## src/shared/eip_pkg.sv

```systemverilog
// shared constants and types of the startup image programmer
package eip_pkg;
    localparam int         ADDR_W       = 8;
    localparam logic [7:0] OFF_PROG_CNT = 8'h10;
    localparam logic [7:0] OFF_ADR_USE  = 8'h12;
    localparam logic [7:0] OFF_REV_USE  = 8'h13;
    localparam logic [7:0] OFF_OVL_CTRL = 8'h14;
    localparam logic [7:0] OFF_ACT_BASE = 8'h20;
    localparam logic [7:0] OFF_STORE    = 8'hab;
    localparam logic [7:0] OFF_PTR_HI   = 8'had;
    localparam logic [7:0] OFF_PTR_LO   = 8'hae;
    localparam logic [7:0] OFF_BUF_DATA = 8'hb0;
    localparam logic [7:0] OFF_UNLOCK   = 8'hb4;
    localparam int         BIT_OVL      = 7;
    localparam int         BIT_COMMIT   = 6;
    localparam int         BIT_BUSY     = 2;
    localparam int         BIT_ERASE    = 1;
    localparam int         BIT_PROG     = 0;
    localparam int         ADR_LSB      = 3;
    localparam int         PTR_HI_W     = 5;
    localparam int         PTR_W        = 13;
    localparam logic [7:0] UNLOCK_KEY   = 8'hea;
    localparam logic [7:0] LOCK_VAL     = 8'h00;
    localparam logic [7:0] ERASED_BYTE  = 8'hff;
    localparam logic [7:0] CMD_ERASE_PROG = 8'h03;
    localparam logic [PTR_W-1:0] IMG_ADR = 13'h000c;
    localparam logic [PTR_W-1:0] IMG_REV = 13'h000d;
    localparam logic [PTR_W-1:0] IMG_OVL = 13'h000e;
    localparam int         PROG_TIME_MS = 500;
    localparam int         CLK_MHZ      = 100;
    localparam int         PROG_CYC     = PROG_TIME_MS * 1000 * CLK_MHZ;
    typedef enum logic [1:0] {
        EIP_OP_WRITE,
        EIP_OP_READ,
        EIP_OP_PROGRAM
    } eip_op_e;
endpackage

```

## src/shared/eip_if.sv

```systemverilog
// register port between host controller and device
`timescale 1ns/1ps
`default_nettype none
interface eip_if;
    logic [eip_pkg::ADDR_W-1:0] addr;
    logic [7:0]                 wdata;
    logic                       wr;
    logic                       rd;
    logic [7:0]                 rdata;
    modport dev  (input addr, input wdata, input wr, input rd, output rdata);
    modport host (output addr, output wdata, output wr, output rd,
                  input rdata);
endinterface
`default_nettype wire

```

## src/eip_device.sv

```systemverilog
// device end: staging buffer, nonvolatile store and startup overlay
// Functional notes
// RQ1: commit request copies active registers into buffer
// RQ2: commit request bit self-clears when copy done
// RQ3: commit never touches address and revision bytes
// RQ4: direct buffer writes leave active registers alone
// RQ5: overlay enable bit applies image at startup
// RQ6: store commands need unlock key 234 held
// RQ7: erase plus program together copy buffer to store
// RQ8: host sends unlock and command back to back
// RQ9: host keeps serial bus quiet during pair
// RQ10: busy flag while programming; host polls or waits
// RQ11: host waits for busy clear before next step
// RQ12: host relocks store by writing zero key
// RQ13: power-on after good program bumps program count
// RQ14: power-on loads active registers when overlay set
// RQ15: pointer upper five bits from high register
// RQ16: pointer lower eight bits from low register
// RQ17: data register write stores byte at pointer
// RQ18: image byte 0x0C holds address upper bits
// RQ19: address bits in use readable, read-only
// RQ20: image byte 0x0D revision, in-use copy readable
// RQ21: address and revision change only via image
// RQ22: overlay overwrites startup settings with image
// RQ23: commands without key are ignored
//
// Implementation choice: the address-and-strobe port.
`timescale 1ns/1ps
`default_nettype none
module eip_device #(
    parameter int         ACT_N    = 12,
    parameter int         BUF_N    = 16,
    parameter int         PROG_CYC = eip_pkg::PROG_CYC,
    parameter logic [4:0] ADR_DEF  = 5'h19
) (
    input  wire logic           clk,
    input  wire logic           reset_n,
    eip_if.dev                  bus,
    input  wire logic           por,
    output logic [ACT_N*8-1:0]  active_settings,
    output logic                overlay_enable,
    output logic                store_busy
);
    localparam int BI_W = $clog2(BUF_N);

    if (ACT_N < 1 || ACT_N > 12 || BUF_N < 15 || PROG_CYC < 1) begin : g_chk
        $error("eip_device: unsupported parameter values");
    end

    typedef enum logic [1:0] {
        ST_IDLE,
        ST_COMMIT,
        ST_PROG
    } eip_dev_st_e;

    typedef struct packed {
        eip_dev_st_e                st;
        logic [BI_W-1:0]            idx;
        logic [31:0]                tmr;
        logic [ACT_N-1:0][7:0]      act;
        logic [BUF_N-1:0][7:0]      sbuf;
        logic [BUF_N-1:0][7:0]      nv;
        logic                       ovl;
        logic                       commit;
        logic                       busy;
        logic                       good;
        logic [7:0]                 key;
        logic [7:0]                 cnt;
        logic [7:0]                 adr;
        logic [7:0]                 rev;
        logic [eip_pkg::PTR_HI_W-1:0] ph;
        logic [7:0]                 pl;
        logic [7:0]                 rdata;
    } eip_dev_s;

    eip_dev_s s_q;
    eip_dev_s s_d;

    function automatic logic [BUF_N-1:0][7:0] factory_image();
        logic [BUF_N-1:0][7:0] img;
        img = '0;
        img[eip_pkg::IMG_ADR] = {ADR_DEF, 3'b000};
        return img;
    endfunction

    function automatic logic [7:0] read_mux(input eip_dev_s s,
                                            input logic [7:0] a);
        logic [7:0] r;
        r = 8'h00;
        if (a == eip_pkg::OFF_PROG_CNT) begin
            r = s.cnt;
        end else if (a == eip_pkg::OFF_ADR_USE) begin
            r = s.adr;
        end else if (a == eip_pkg::OFF_REV_USE) begin
            r = s.rev;
        end else if (a == eip_pkg::OFF_OVL_CTRL) begin
            r[eip_pkg::BIT_OVL] = s.ovl;
        end else if (a == eip_pkg::OFF_STORE) begin
            r[eip_pkg::BIT_COMMIT] = s.commit;
            r[eip_pkg::BIT_BUSY]   = s.busy;
        end else if (a == eip_pkg::OFF_PTR_HI) begin
            r[eip_pkg::PTR_HI_W-1:0] = s.ph;
        end else if (a == eip_pkg::OFF_PTR_LO) begin
            r = s.pl;
        end else if (a == eip_pkg::OFF_UNLOCK) begin
            r = s.key;
        end else if (a >= eip_pkg::OFF_ACT_BASE &&
                     a < eip_pkg::OFF_ACT_BASE + 8'(ACT_N)) begin
            r = s.act[a - eip_pkg::OFF_ACT_BASE];
        end
        return r;
    endfunction

    always_comb begin
        logic [eip_pkg::PTR_W-1:0] ptr;
        ptr = {s_q.ph, s_q.pl};
        s_d = s_q;
        s_d.rdata = 8'h00;
        if (bus.rd) begin
            s_d.rdata = read_mux(s_q, bus.addr);
        end
        if (bus.wr) begin
            if (bus.addr == eip_pkg::OFF_OVL_CTRL) begin
                s_d.ovl = bus.wdata[eip_pkg::BIT_OVL]; // see RQ5
            end else if (bus.addr == eip_pkg::OFF_PTR_HI) begin
                s_d.ph = bus.wdata[eip_pkg::PTR_HI_W-1:0]; // see RQ15
            end else if (bus.addr == eip_pkg::OFF_PTR_LO) begin
                s_d.pl = bus.wdata; // see RQ16
            end else if (bus.addr == eip_pkg::OFF_BUF_DATA) begin
                // only the buffer changes, active settings keep running
                if (ptr < eip_pkg::PTR_W'(BUF_N)) begin
                    s_d.sbuf[ptr[BI_W-1:0]] = bus.wdata; // see RQ17, RQ4
                end
            end else if (bus.addr == eip_pkg::OFF_UNLOCK) begin
                s_d.key = bus.wdata;
            end else if (bus.addr == eip_pkg::OFF_STORE) begin
                if (s_q.st == ST_IDLE && bus.wdata[eip_pkg::BIT_COMMIT]) begin
                    s_d.commit = 1'b1;
                    s_d.st     = ST_COMMIT;
                    s_d.idx    = '0;
                end else if (s_q.st == ST_IDLE &&
                             bus.wdata[eip_pkg::BIT_ERASE] &&
                             bus.wdata[eip_pkg::BIT_PROG] &&
                             s_q.key == eip_pkg::UNLOCK_KEY) begin
                    // see RQ6, RQ7, RQ23
                    s_d.st   = ST_PROG;
                    s_d.busy = 1'b1; // see RQ10
                    s_d.tmr  = '0;
                    s_d.nv   = {BUF_N{eip_pkg::ERASED_BYTE}};
                end
            end else if (bus.addr >= eip_pkg::OFF_ACT_BASE &&
                         bus.addr < eip_pkg::OFF_ACT_BASE + 8'(ACT_N)) begin
                s_d.act[bus.addr - eip_pkg::OFF_ACT_BASE] = bus.wdata;
            end
        end
        case (s_q.st)
            ST_COMMIT: begin
                // active bytes map below the address and revision bytes
                s_d.sbuf[s_q.idx] = s_q.act[s_q.idx]; // see RQ1, RQ3
                s_d.idx = s_q.idx + 1'b1;
                if (s_q.idx == BI_W'(ACT_N - 1)) begin
                    s_d.sbuf[eip_pkg::IMG_OVL][eip_pkg::BIT_OVL] = s_q.ovl;
                    s_d.commit = 1'b0; // see RQ2
                    s_d.st     = ST_IDLE;
                end
            end
            ST_PROG: begin
                s_d.tmr = s_q.tmr + 32'd1;
                if (s_q.tmr == 32'(PROG_CYC - 1)) begin
                    s_d.nv   = s_q.sbuf; // see RQ7
                    s_d.busy = 1'b0; // see RQ10
                    s_d.good = 1'b1;
                    s_d.st   = ST_IDLE;
                end
            end
            default: begin
            end
        endcase
        if (por) begin
            s_d.cnt  = s_q.cnt + {7'd0, s_q.good}; // see RQ13
            s_d.good = 1'b0;
            // in-use address and revision come only from the image
            s_d.adr  = {s_q.nv[eip_pkg::IMG_ADR][7:eip_pkg::ADR_LSB],
                        3'b000}; // see RQ18, RQ19, RQ21
            s_d.rev  = s_q.nv[eip_pkg::IMG_REV]; // see RQ20
            s_d.ovl  = s_q.nv[eip_pkg::IMG_OVL][eip_pkg::BIT_OVL];
            s_d.act  = '0;
            if (s_q.nv[eip_pkg::IMG_OVL][eip_pkg::BIT_OVL]) begin
                s_d.act = s_q.nv[ACT_N-1:0]; // see RQ14, RQ22
            end
            s_d.st     = ST_IDLE;
            s_d.commit = 1'b0;
            s_d.busy   = 1'b0;
            s_d.key    = eip_pkg::LOCK_VAL;
        end
    end

    always_ff @(posedge clk) begin
        if (!reset_n) begin
            s_q      <= '0;
            s_q.st   <= ST_IDLE;
            s_q.nv   <= factory_image();
            s_q.adr  <= {ADR_DEF, 3'b000};
        end else begin
            s_q <= s_d;
        end
    end

    assign bus.rdata       = s_q.rdata;
    assign active_settings = s_q.act;
    assign overlay_enable  = s_q.ovl;
    assign store_busy      = s_q.busy;
endmodule
`default_nettype wire

```

## src/flat_wrapper.sv

```systemverilog
// flat-port wrapper written by rule: the top's interface ports become plain ports
module eip_device_flat 
#(
    parameter int         ACT_N    = 12,
    parameter int         BUF_N    = 16,
    parameter int         PROG_CYC = eip_pkg::PROG_CYC,
    parameter logic [4:0] ADR_DEF  = 5'h19
)
  (clk, reset_n, por, active_settings, overlay_enable, store_busy, bus_addr, bus_wdata, bus_wr, bus_rd, bus_rdata);
  eip_if bus_i ();
  input  wire logic clk;
  input  wire logic reset_n;
  input  wire logic por;
  output logic [ACT_N*8-1:0] active_settings;
  output logic overlay_enable;
  output logic store_busy;
  input wire logic [$bits(bus_i.addr)-1:0] bus_addr;
  input wire logic [$bits(bus_i.wdata)-1:0] bus_wdata;
  input wire logic [$bits(bus_i.wr)-1:0] bus_wr;
  input wire logic [$bits(bus_i.rd)-1:0] bus_rd;
  output wire logic [$bits(bus_i.rdata)-1:0] bus_rdata;
  assign bus_i.addr = bus_addr;
  assign bus_i.wdata = bus_wdata;
  assign bus_i.wr = bus_wr;
  assign bus_i.rd = bus_rd;
  assign bus_rdata = bus_i.rdata;
  eip_device #(.ACT_N(ACT_N), .BUF_N(BUF_N), .PROG_CYC(PROG_CYC), .ADR_DEF(ADR_DEF)) u_core (.clk(clk), .reset_n(reset_n), .bus(bus_i), .por(por), .active_settings(active_settings), .overlay_enable(overlay_enable), .store_busy(store_busy));
endmodule
```

## config.mk

```make
export PLATFORM = sky130hd
export DESIGN_NAME = eip_device_flat
export DESIGN_NICKNAME = d
export VERILOG_FILES = /design/src/shared/eip_pkg.sv /design/src/shared/eip_if.sv /design/src/eip_device.sv /design/src/flat_wrapper.sv
export SDC_FILE = /design/constraint.sdc
export NUM_CORES = 1
export LEC_CHECK = 0
export ABC_AREA = 1
export BUFFER_PORTS_ARGS = -buffer_cell sky130_fd_sc_hd__buf_2
export CORE_AREA = 5 5 254 355
export CTS_BUF_LIST = sky130_fd_sc_hd__clkbuf_8
export DETAILED_ROUTE_END_ITERATION = 8
export DIE_AREA = 0 0 259 360
export PLACE_DENSITY = 0.37
export SETUP_SLACK_MARGIN = 0.1
export SLEW_MARGIN = 20
export SYNTH_ARGS = -nofsm -noshare
export SYNTH_HDL_FRONTEND = slang
export SYNTH_SLANG_ARGS = --single-unit
```

## constraint.sdc

```tcl
create_clock -name clk -period 6.66 [get_ports clk]
set_clock_uncertainty 0.05 [all_clocks]
set_input_delay 0.666 -clock clk [delete_from_list [all_inputs] [get_ports clk]]
set_output_delay 0.666 -clock clk [all_outputs]
set_load 0.01 [all_outputs]
```

### Word level (Yosys, flattened, before mapping)

Index checks and enable logic that the tools add are counted.
W data, S select, Z words.

| storage, ports and cells | value |
|---|---|
| memory bits (read-only) | 0 |
| word-level logic and storage cells | 216 |
| register bits | 444 |
| memories | 0 |
| output and inout bits | 106 |
| bits in latches | 0 |
| memory bits (writable) | 0 |
| bits of input ports | 21 |

| cells by class | value |
|---|---|
| muxes and demuxes | 81 |
| shift-type cells | 0 |
| reductions and logical operators | 28 |
| divide/modulo/power cells | 0 |
| equality and inequality tests | 31 |
| $add $sub $neg | 4 |
| multiply operators | 0 |
| order comparisons | 9 |
| bitwise gates (word level) | 5 |

Operators by type and width:

| operator | count |
|---|---|
| $mux W128 | 10 |
| $mux W390 | 3 |
| $mux W393 | 1 |
| $mux W96 | 4 |
| $mux W134 | 2 |
| $bwmux W128 | 2 |
| $mux W8 | 17 |
| $bwmux W96 | 1 |
| $demux W8 S4 | 3 |
| $mux W32 | 3 |
| $bmux W8 S4 | 2 |
| $eq A8 B8 Y1 const B | 6 |
| $mux W38 | 1 |
| $mux W36 | 1 |
| $ne A2 B2 Y1 const B | 17 |
| $add A32 B1 Y32 const B | 1 |
| $eq A32 B26 Y1 const B | 1 |
| $eq A8 B5 Y1 const B | 4 |
| $mux W2 | 13 |
| $reduce_bool A2 Y1 | 9 |
| $reduce_and A8 Y1 | 2 |
| $lt A13 B5 Y1 const B | 1 |
| $mux W1 | 11 |
| $lt A4 B5 Y1 const B | 2 |
| 25 further kinds | 41 |

### Longest topological paths before layout

Gate-level depths: netlist of the first run.

| logic depth | value |
|---|---|
| depth in word-level cells | 17 |
| mapped depth | 15 |
| depth with buffers taken out | 14 |

### Worst setup path after synthesis of the first run

No wires, ideal clock.

| timing | value |
|---|---|
| path kind | input-to-reg |
| start | in bus_addr[5] |
| end | reg u_core.s_q, in the netlist u_core.active_settings[21] |
| buffers on the path | 1 |
| data required time | 6495 ps |
| library setup time | 115 ps |
| data arrival time | 2344 ps |
| stages on the path | 12 |
| setup slack | 4151 ps |
| cells stage by stage | inv_1 > ha_1 > inv_1 > nor2_1 > nand2_1 > nor3_1 > inv_1 > nand2_4 > buf_4 > nand3_1 > nand2_1 > nor2_1 |

| between the ends | value |
|---|---|
| longest elaborated chain between the ends | 15 |
| elaborated cells on any way between the ends | 33 |
| those cells by class | add/sub (1); order compare (4); eq/ne (12); mux (12); reduce/logical (4) |

RTL lines:

| what | RTL line | source |
|---|---|---|
| start: declaration | flat_wrapper.sv:17 | `input wire logic [$bits(bus_i.addr)-1:0] bus_addr;` |
| $sub A8 B6 Y8 | eip_device.sv:153 | `s_d.act[bus.addr - eip_pkg::OFF_ACT_BASE] = bus.wdata;` |
| $ge A8 B1 Y1 (implied by the code) or $lt A8 B5 Y1 (tied branches) | eip_device.sv:153 |  |
| $logic_and A1 B1 Y1 (implied by the code) | eip_device.sv:153 |  |
| $mux W8 (implied by the code) | eip_device.sv:153 |  |
| $demux W8 S4 | n/a |  |
| $bwmux W96 | eip_device.sv:153 |  |
| $mux W96 | eip_device.sv:151 | `end else if (bus.addr >= eip_pkg::OFF_ACT_BASE &&` |
| $mux W96 | eip_device.sv:136 | `end else if (bus.addr == eip_pkg::OFF_STORE) begin` |
| $mux W134 | eip_device.sv:134 | `end else if (bus.addr == eip_pkg::OFF_UNLOCK) begin` |
| $mux W134 | eip_device.sv:129 | `end else if (bus.addr == eip_pkg::OFF_BUF_DATA) begin` |
| $mux W390 | eip_device.sv:127 | `end else if (bus.addr == eip_pkg::OFF_PTR_LO) begin` |
| $mux W390 | eip_device.sv:125 | `end else if (bus.addr == eip_pkg::OFF_PTR_HI) begin` |
| $mux W390 | eip_device.sv:123 | `if (bus.addr == eip_pkg::OFF_OVL_CTRL) begin` |
| $mux W393 | eip_device.sv:122 | `if (bus.wr) begin` |
| $mux W96 | eip_device.sv:179 | `if (por) begin` |
| end: declaration | eip_device.sv:76 | `eip_dev_s s_q;` |

Parallel ways exist; a longest one is shown, timed or not. The select of a mux whose other input is x is not followed.
A chain may end at the register's enable or synchronous reset.

### Worst setup path in the final report of the first run

| timing | value |
|---|---|
| start | reg u_core.s_q[442] (netlist name) |
| end | reg u_core.s_q[223] (netlist name) |

| between the ends | value |
|---|---|
| longest elaborated chain between the ends | 6 |
| elaborated cells on any way between the ends | 9 |
| those cells by class | order compare (2); mux (6); reduce/logical (1) |

RTL lines:

| what | RTL line | source |
|---|---|---|
| $lt A4 B5 Y1 (implied by the code) or $ge A4 B1 Y1 (tied branches) | eip_device.sv:159 | `s_d.sbuf[s_q.idx] = s_q.act[s_q.idx];` |
| $logic_and A1 B1 Y1 (implied by the code) | eip_device.sv:159 |  |
| $mux W8 (implied by the code) | eip_device.sv:159 |  |
| $demux W8 S4 | n/a |  |
| $bwmux W128 (*) | eip_device.sv:159 |  |
| $mux W128 (*) | eip_device.sv:156 | `case (s_q.st)` |

Every way passes the cells marked *; elsewhere a longest branch is shown, timed or not. The select of a mux whose other input is x is not followed.

==> impl_metrics.yaml, run 1 <==
die:
  initial_core_util_pct: 24.7
  core_um2: 86600
  fp.dieW_um: 259
  ios: 127
  die-area_um2: 93200
  die_h_um: 360
  row_count: 128
detailed_routing:
  vias: 21500
  via_per_inst: 4.94
  ant_nets: 0
  drtPass1Iterations: 6
  drt_iter0_drc: 1610
  wl_per_cell_um: 21.8
  wl_mm: 95.2
  remaining_drc_errors: 0
power_and_ir_drop:
  p_int_uw: 3990
  powerDensity_nw_per_um2: 234
  p_sw_share_pct: 28.3
  p_seq_share_pct: 45.9
  p_leak_uw: 0.0100
  total_power_uw: 5560
  vdd_ir_drop_max_mv: 0.125
  pwr-share-comb_pct: 8.7
  p_clk_share_pct: 45.4
  p_switching_uw: 1580
cts:
  post_cts_buffers: 0
  clkLatencyLatePin_ps: 700
  cts_sinks: 408
  root_buffer: "clkbuf_8"
  cts_tree: "built"
  clockBufferDepth: 3
  clk_pin_slew_ps: 70
  ctsResizeCount: 0
  cts_hold_buf: 0
  numCtsBuffers: 74
  h-tree-depth: 3
place:
  io_buffer_count: 126
  post-place-cells: 4228
  gp_congestion: 0.883
  hpwl_mm: 68.1
sta:
  worst_pin_slew_ps: 1130
  hold_ws_ps: 262
  rsz0062_at_grt: "no"
  min_period_over_period_pct: 56.9
  setup-tns-final_ps: 0
  timing.final.crit_period_ps: 3790
  hold_viol: 0
  setup_violations: 0
  max_freq_ghz: 0.264
  slew-limit-headroom_pct: 24.4
  slew_viol_final: 0
global_route:
  grt_max_degree: 193
  grt_pass1_wl_mm: 139
  grt_use_total_pct: 19.6
  grt.overflow.total: 0
  grt_pass1_vias: 20500
  antenna_found_initial: 6
critical_path:
  critical_path_class: "flop to flop"
  required_ps: 7210
  end_kind: "flop"
  critPathMaxFanout: 36
  cp-start-kind: "flop"
  crit_arrival_ps: 4340
logic_synthesis:
  synth-edff-count: 0
  async_flop_share_pct: 0
  synth.distinct_cells: 46
  synth.cell_area_um2: 21400
  yosys_warnings: 0
  yosysSeqAreaShare_pct: 38.2
  synth_cells: 3203
  synth_nets: 3235
  syn_avg_cell_area_um2: 6.68
  ys_ff_latch: 408
  ys.flop_type: "dfxtp_1"
cells_and_area:
  drive_above_1_share_pct: 10.3
  area_growth_syn_to_layout_pct: 11.2
  fillers: 9724
  nets: 3166
  finalNonFillerCells: 4359
job:
  drv_cap: 0
run_status:
  status: "complete, no violations"
worst_hold_path:
  holdCritPathClass: "primary input to flop"
registers in the layout, indices dropped and copies added (netlist names):
name	flops
u_core.s_q	302
u_core.active_settings	96
u_core.bus.rdata	8
u_core.overlay_enable	1
u_core.store_busy	1
routing by layer:
layer	GRT usage [%]	routed length [µm]	vias up
li1	-	-	10500
met1	23.8	39500	10100
met2	34.5	46900	738
met3	2.91	4530	179
met4	8.00	4230	4
met5	0	27	-
cells by family (layout without fill, tap and decap cells):
group,count (synthesis),after routing,synth area share (%)
compound gates,825,825,21.0
xor+xnor,6,6,0.246
fa+ha+maj,11,11,0.643
buf+inv,572,556,12.3
flops,408,408,38.2
mux,1,1,0.0468
other cells,0,2,0
simple gates,1380,1380,27.6
cell usage in the layout, fill, tap and decap left out, types with 4 or more instances in the layout:
cell type  Yosys  routed
buf_4        111      30
o21bai_1      13      13
inv_2          7       8
nand4_1       41      41
clkinv_2       0       6
xor2_1         5       5
nand2_2        5       5
nor3_1       144     136
clkinv_1       7       7
o21ai_0      371     371
a22oi_1       94      94
nand2_4       10      10
nand3b_1       6       6
or2_2          8       8
nor2_2         9      12
o22ai_1       25      25
nand2_1      535     535
dfxtp_1      408     407
a211oi_1       4       4
nor4_1         9       9
nor2_1       422     418
buf_2         20     125
inv_1        254     274
a21oi_1      298     297
nor3_4         1       8
ha_1          11      11
clkbuf_8       0      94
nand3_1      184     184
cells in the mapped netlist, types with 5 or more instances:
| cell | count | share of area (%) |
|---|---|---|
| a21oi_1 | 298 | 7.0 |
| a22oi_1 | 94 | 3.3 |
| buf_1 | 10 | 0.18 |
| buf_2 | 20 | 0.47 |
| buf_4 | 111 | 3.9 |
| clkbuf_1 | 158 | 2.8 |
| clkinv_1 | 7 | 0.12 |
| dfxtp_1 | 408 | 38 |
| ha_1 | 11 | 0.64 |
| inv_1 | 254 | 4.5 |
| inv_2 | 7 | 0.12 |
| nand2_1 | 535 | 9.4 |
| nand2_2 | 5 | 0.15 |
| nand2_4 | 10 | 0.53 |
| nand3_1 | 184 | 4.3 |
| nand3b_1 | 6 | 0.21 |
| nand4_1 | 41 | 1.2 |
| nor2_1 | 422 | 7.4 |
| nor2_2 | 9 | 0.26 |
| nor3_1 | 144 | 3.4 |
| nor4_1 | 9 | 0.26 |
| o21ai_0 | 371 | 8.7 |
| o21bai_1 | 13 | 0.46 |
| o22ai_1 | 25 | 0.73 |
| or2_2 | 8 | 0.23 |
| xor2_1 | 5 | 0.20 |
layout make-up:
type | instances | area (µm²) | area share, %
Multi-Input combinational cell | 2223 | 10700 | 45.0
Sequential cell | 408 | 8170 | 34.3
Tap cell | 1170 | 1460 | 6.15
Clock buffer | 93 | 1280 | 5.38
Inverter | 268 | 1010 | 4.23
Timing Repair Buffer | 159 | 916 | 3.85
Clock inverter | 36 | 246 | 1.04
Antenna cell | 2 | 5.00 | 0.0210
metrics by stage:
stage               area (µm²)  setup WS, ps  util [%]
global placement         22300          2540      25.7
floorplan                21400          4150         -
finish                   23800          2870      27.5
CTS                      23800          2930      27.5
global route             23800          2640      27.5
detailed placement       22300          2460      25.7
final timing paths:
| kind | startpoint | endpoint | slack (ps) | cells past startpoint |
|---|---|---|---|---|
| setup reg to reg | u_core.s_q[442] | u_core.s_q[223] | 2870 | 12 |
| setup / recovery | u_core.s_q[442] | u_core.s_q[223] | 2870 | 12 |
| hold / removal | bus_rd | u_core.bus.rdata[7] | 260 | 3 |
| hold reg to reg | u_core.s_q[160] | u_core.s_q[36] | 420 | 2 |
critical path, stage by stage, from the launching register on:
cell and delay (ps):
dfxtp_1 310, buf_4 400, clkinv_1 390, buf_4 330
a21oi_1 120, o21ai_0 100, nand2_1 100, nand2_1 50
nand3_1 490, clkinv_1 820, a21oi_1 350, o21ai_0 110
inv_1 80
power groups by stage:
stage | clock [µW] | combinational (µW) | sequential (µW)
after floorplan | 0 | 333 | 2560
after global placement | 0 | 484 | 2610
after detailed placement | 0 | 484 | 2610
after CTS | 2630 | 485 | 2550
after global routing | 2720 | 529 | 2550
final | 2530 | 484 | 2550
Note: power is estimated with default switching activity, not from simulation.
==> inputs of run 2 (changes only) <==
Clock period 6.66 ns to 3.6 ns, I/O delays scaled along.
==> impl_metrics.yaml, run 2 (synthesis results as in run 1) <==
critical_path:
  rr_worst_depth: 8
  regToRegSetupSlack_ps: 570
  critPathMaxFanout: 37
  required_ps: 4120
  end_kind: "flop"
  cp-start-kind: "flop"
  r2r-start: "u_core.s_q[441]"
  crit_arrival_ps: 3550
  critical_path_class: "flop to flop"
  timing.rr.end: "u_core.s_q[185]"
detailed_routing:
  wl_per_cell_um: 21.8
  vias: 21700
  drt_iter0_drc: 1582
  drtPass1Iterations: 6
  wl_mm: 96.8
  ant_nets: 0
  remaining_drc_errors: 0
  via_per_inst: 4.91
cts:
  clockBufferDepth: 3
  cts_tree: "built"
  ctsResizeCount: 0
  cts_hold_buf: 8
  clk_pin_slew_ps: 60
  cts_sinks: 408
  root_buffer: "clkbuf_8"
  clkLatencyLatePin_ps: 710
  post_cts_buffers: 0
  numCtsBuffers: 77
  h-tree-depth: 3
die:
  row_count: 128
  die-area_um2: 93200
  core_um2: 86600
  initial_core_util_pct: 24.7
  fp.dieW_um: 259
  ios: 127
  die_h_um: 360
job:
  drv_cap: 0
power_and_ir_drop:
  p_int_uw: 7270
  pwr-share-comb_pct: 9.2
  powerDensity_nw_per_um2: 420
  p_seq_share_pct: 46.2
  p_switching_uw: 2940
  vdd_ir_drop_max_mv: 0.195
  p_sw_share_pct: 28.8
  p_clk_share_pct: 44.6
  p_leak_uw: 0.0104
worst_hold_path:
  min_path_cells: 3
  min_to: "u_core.bus.rdata[7]"
  min_from: "bus_rd"
  holdCritPathClass: "primary input to flop"
global_route:
  grt_pass1_wl_mm: 141
  grt.overflow.total: 0
  grt_use_total_pct: 19.9
  antenna_found_initial: 1
  grt_pass1_vias: 20600
  grt_max_degree: 117
sta:
  setup_violations: 0
  rsz0062_at_grt: "no"
  timing.final.crit_period_ps: 3030
  hold_viol: 0
  slew_viol_final: 0
  hold_ws_ps: 57.6
  slew-limit-headroom_pct: 43.9
  setup-tns-final_ps: 0
  max_freq_ghz: 0.330
  min_period_over_period_pct: 84.1
  worst_pin_slew_ps: 839
cells_and_area:
  multiInputGateArea_um2: 10700
  seq_area_um2: 8170
  nets: 3233
  drive_above_1_share_pct: 11.5
  final_common_cell: "nand2_1"
  fillers: 9646
  area_growth_syn_to_layout_pct: 13.6
  largest_reg_flops: 302
  regMostFlops: "u_core.s_q"
  layout_common_cells: "535 x nand2_1, 421 x nor2_1, 407 x dfxtp_1, 371 x o21ai_0, 297 x a21oi_1"
place:
  hpwl_mm: 70.7
  io_buffer_count: 126
  gp_congestion: 0.934
run_status:
  status: "complete, no violations"
## run 2: worst max-delay path by stage
stage,startpoint,end,slack (ps),depth (start not counted)
6_report,u_core.s_q[441],u_core.s_q[185],570,8
5_1_grt,u_core.s_q[441],u_core.s_q[185],410,8
4_1_cts,u_core.s_q[441],u_core.s_q[208],350,7
3_5_place_dp,bus_addr[1],u_core.bus.rdata[5],210,9
3_3_place_gp,bus_addr[1],u_core.bus.rdata[4],140,9
2_1_floorplan,bus_addr[5],u_core.active_settings[21],1400,12
## run 2: power by group through the flow
stage | Clock (µW) | Combinational, µW | Sequential, µW
5_1_grt | 4920 | 1020 | 4720
3_5_place_dp | 0 | 930 | 4820
2_1_floorplan | 0 | 616 | 4740
6_report | 4550 | 939 | 4720
3_3_place_gp | 0 | 926 | 4820
4_1_cts | 4720 | 939 | 4720
## run 2: per-layer routing
metal	GRT usage, %	up-vias	share of wire [%]
li1	-	10600	-
met1	24.2	10200	41
met2	34.4	735	49
met3	3.16	198	5.2
met4	9.41	0	5.0
met5	0	-	0
## run 2: worst max-delay path, cell delays in order, from the launching register on
cell and delay, ps:
dfxtp_2 430, inv_2 550, buf_4 290, ha_1 180, nand2_1 180, nor2_1 690
inv_1 290, nor2_1 180, nor2_1 60
## run 2: metrics by stage
stage,utilization [%],total power [µW],area (µm²),setup slack (ps),cells
finish,28.1,10200,24300,571,4430
global route,28.1,10700,24300,406,4429
CTS,28.1,10400,24300,354,4427
detailed placement,26.2,5750,22700,209,4284
global placement,26.2,5750,22700,142,4284
floorplan,-,5360,21400,1400,3203
## run 2: area by class of cell
class | count | area share [%]
Sequential cell | 408 | 33.6
Inverter | 268 | 4.14
Clock inverter | 46 | 1.11
Multi-Input combinational cell | 2223 | 43.8
Tap cell | 1170 | 6.02
Antenna cell | 3 | 0.0309
Timing Repair Buffer | 223 | 6.22
Clock buffer | 89 | 5.04
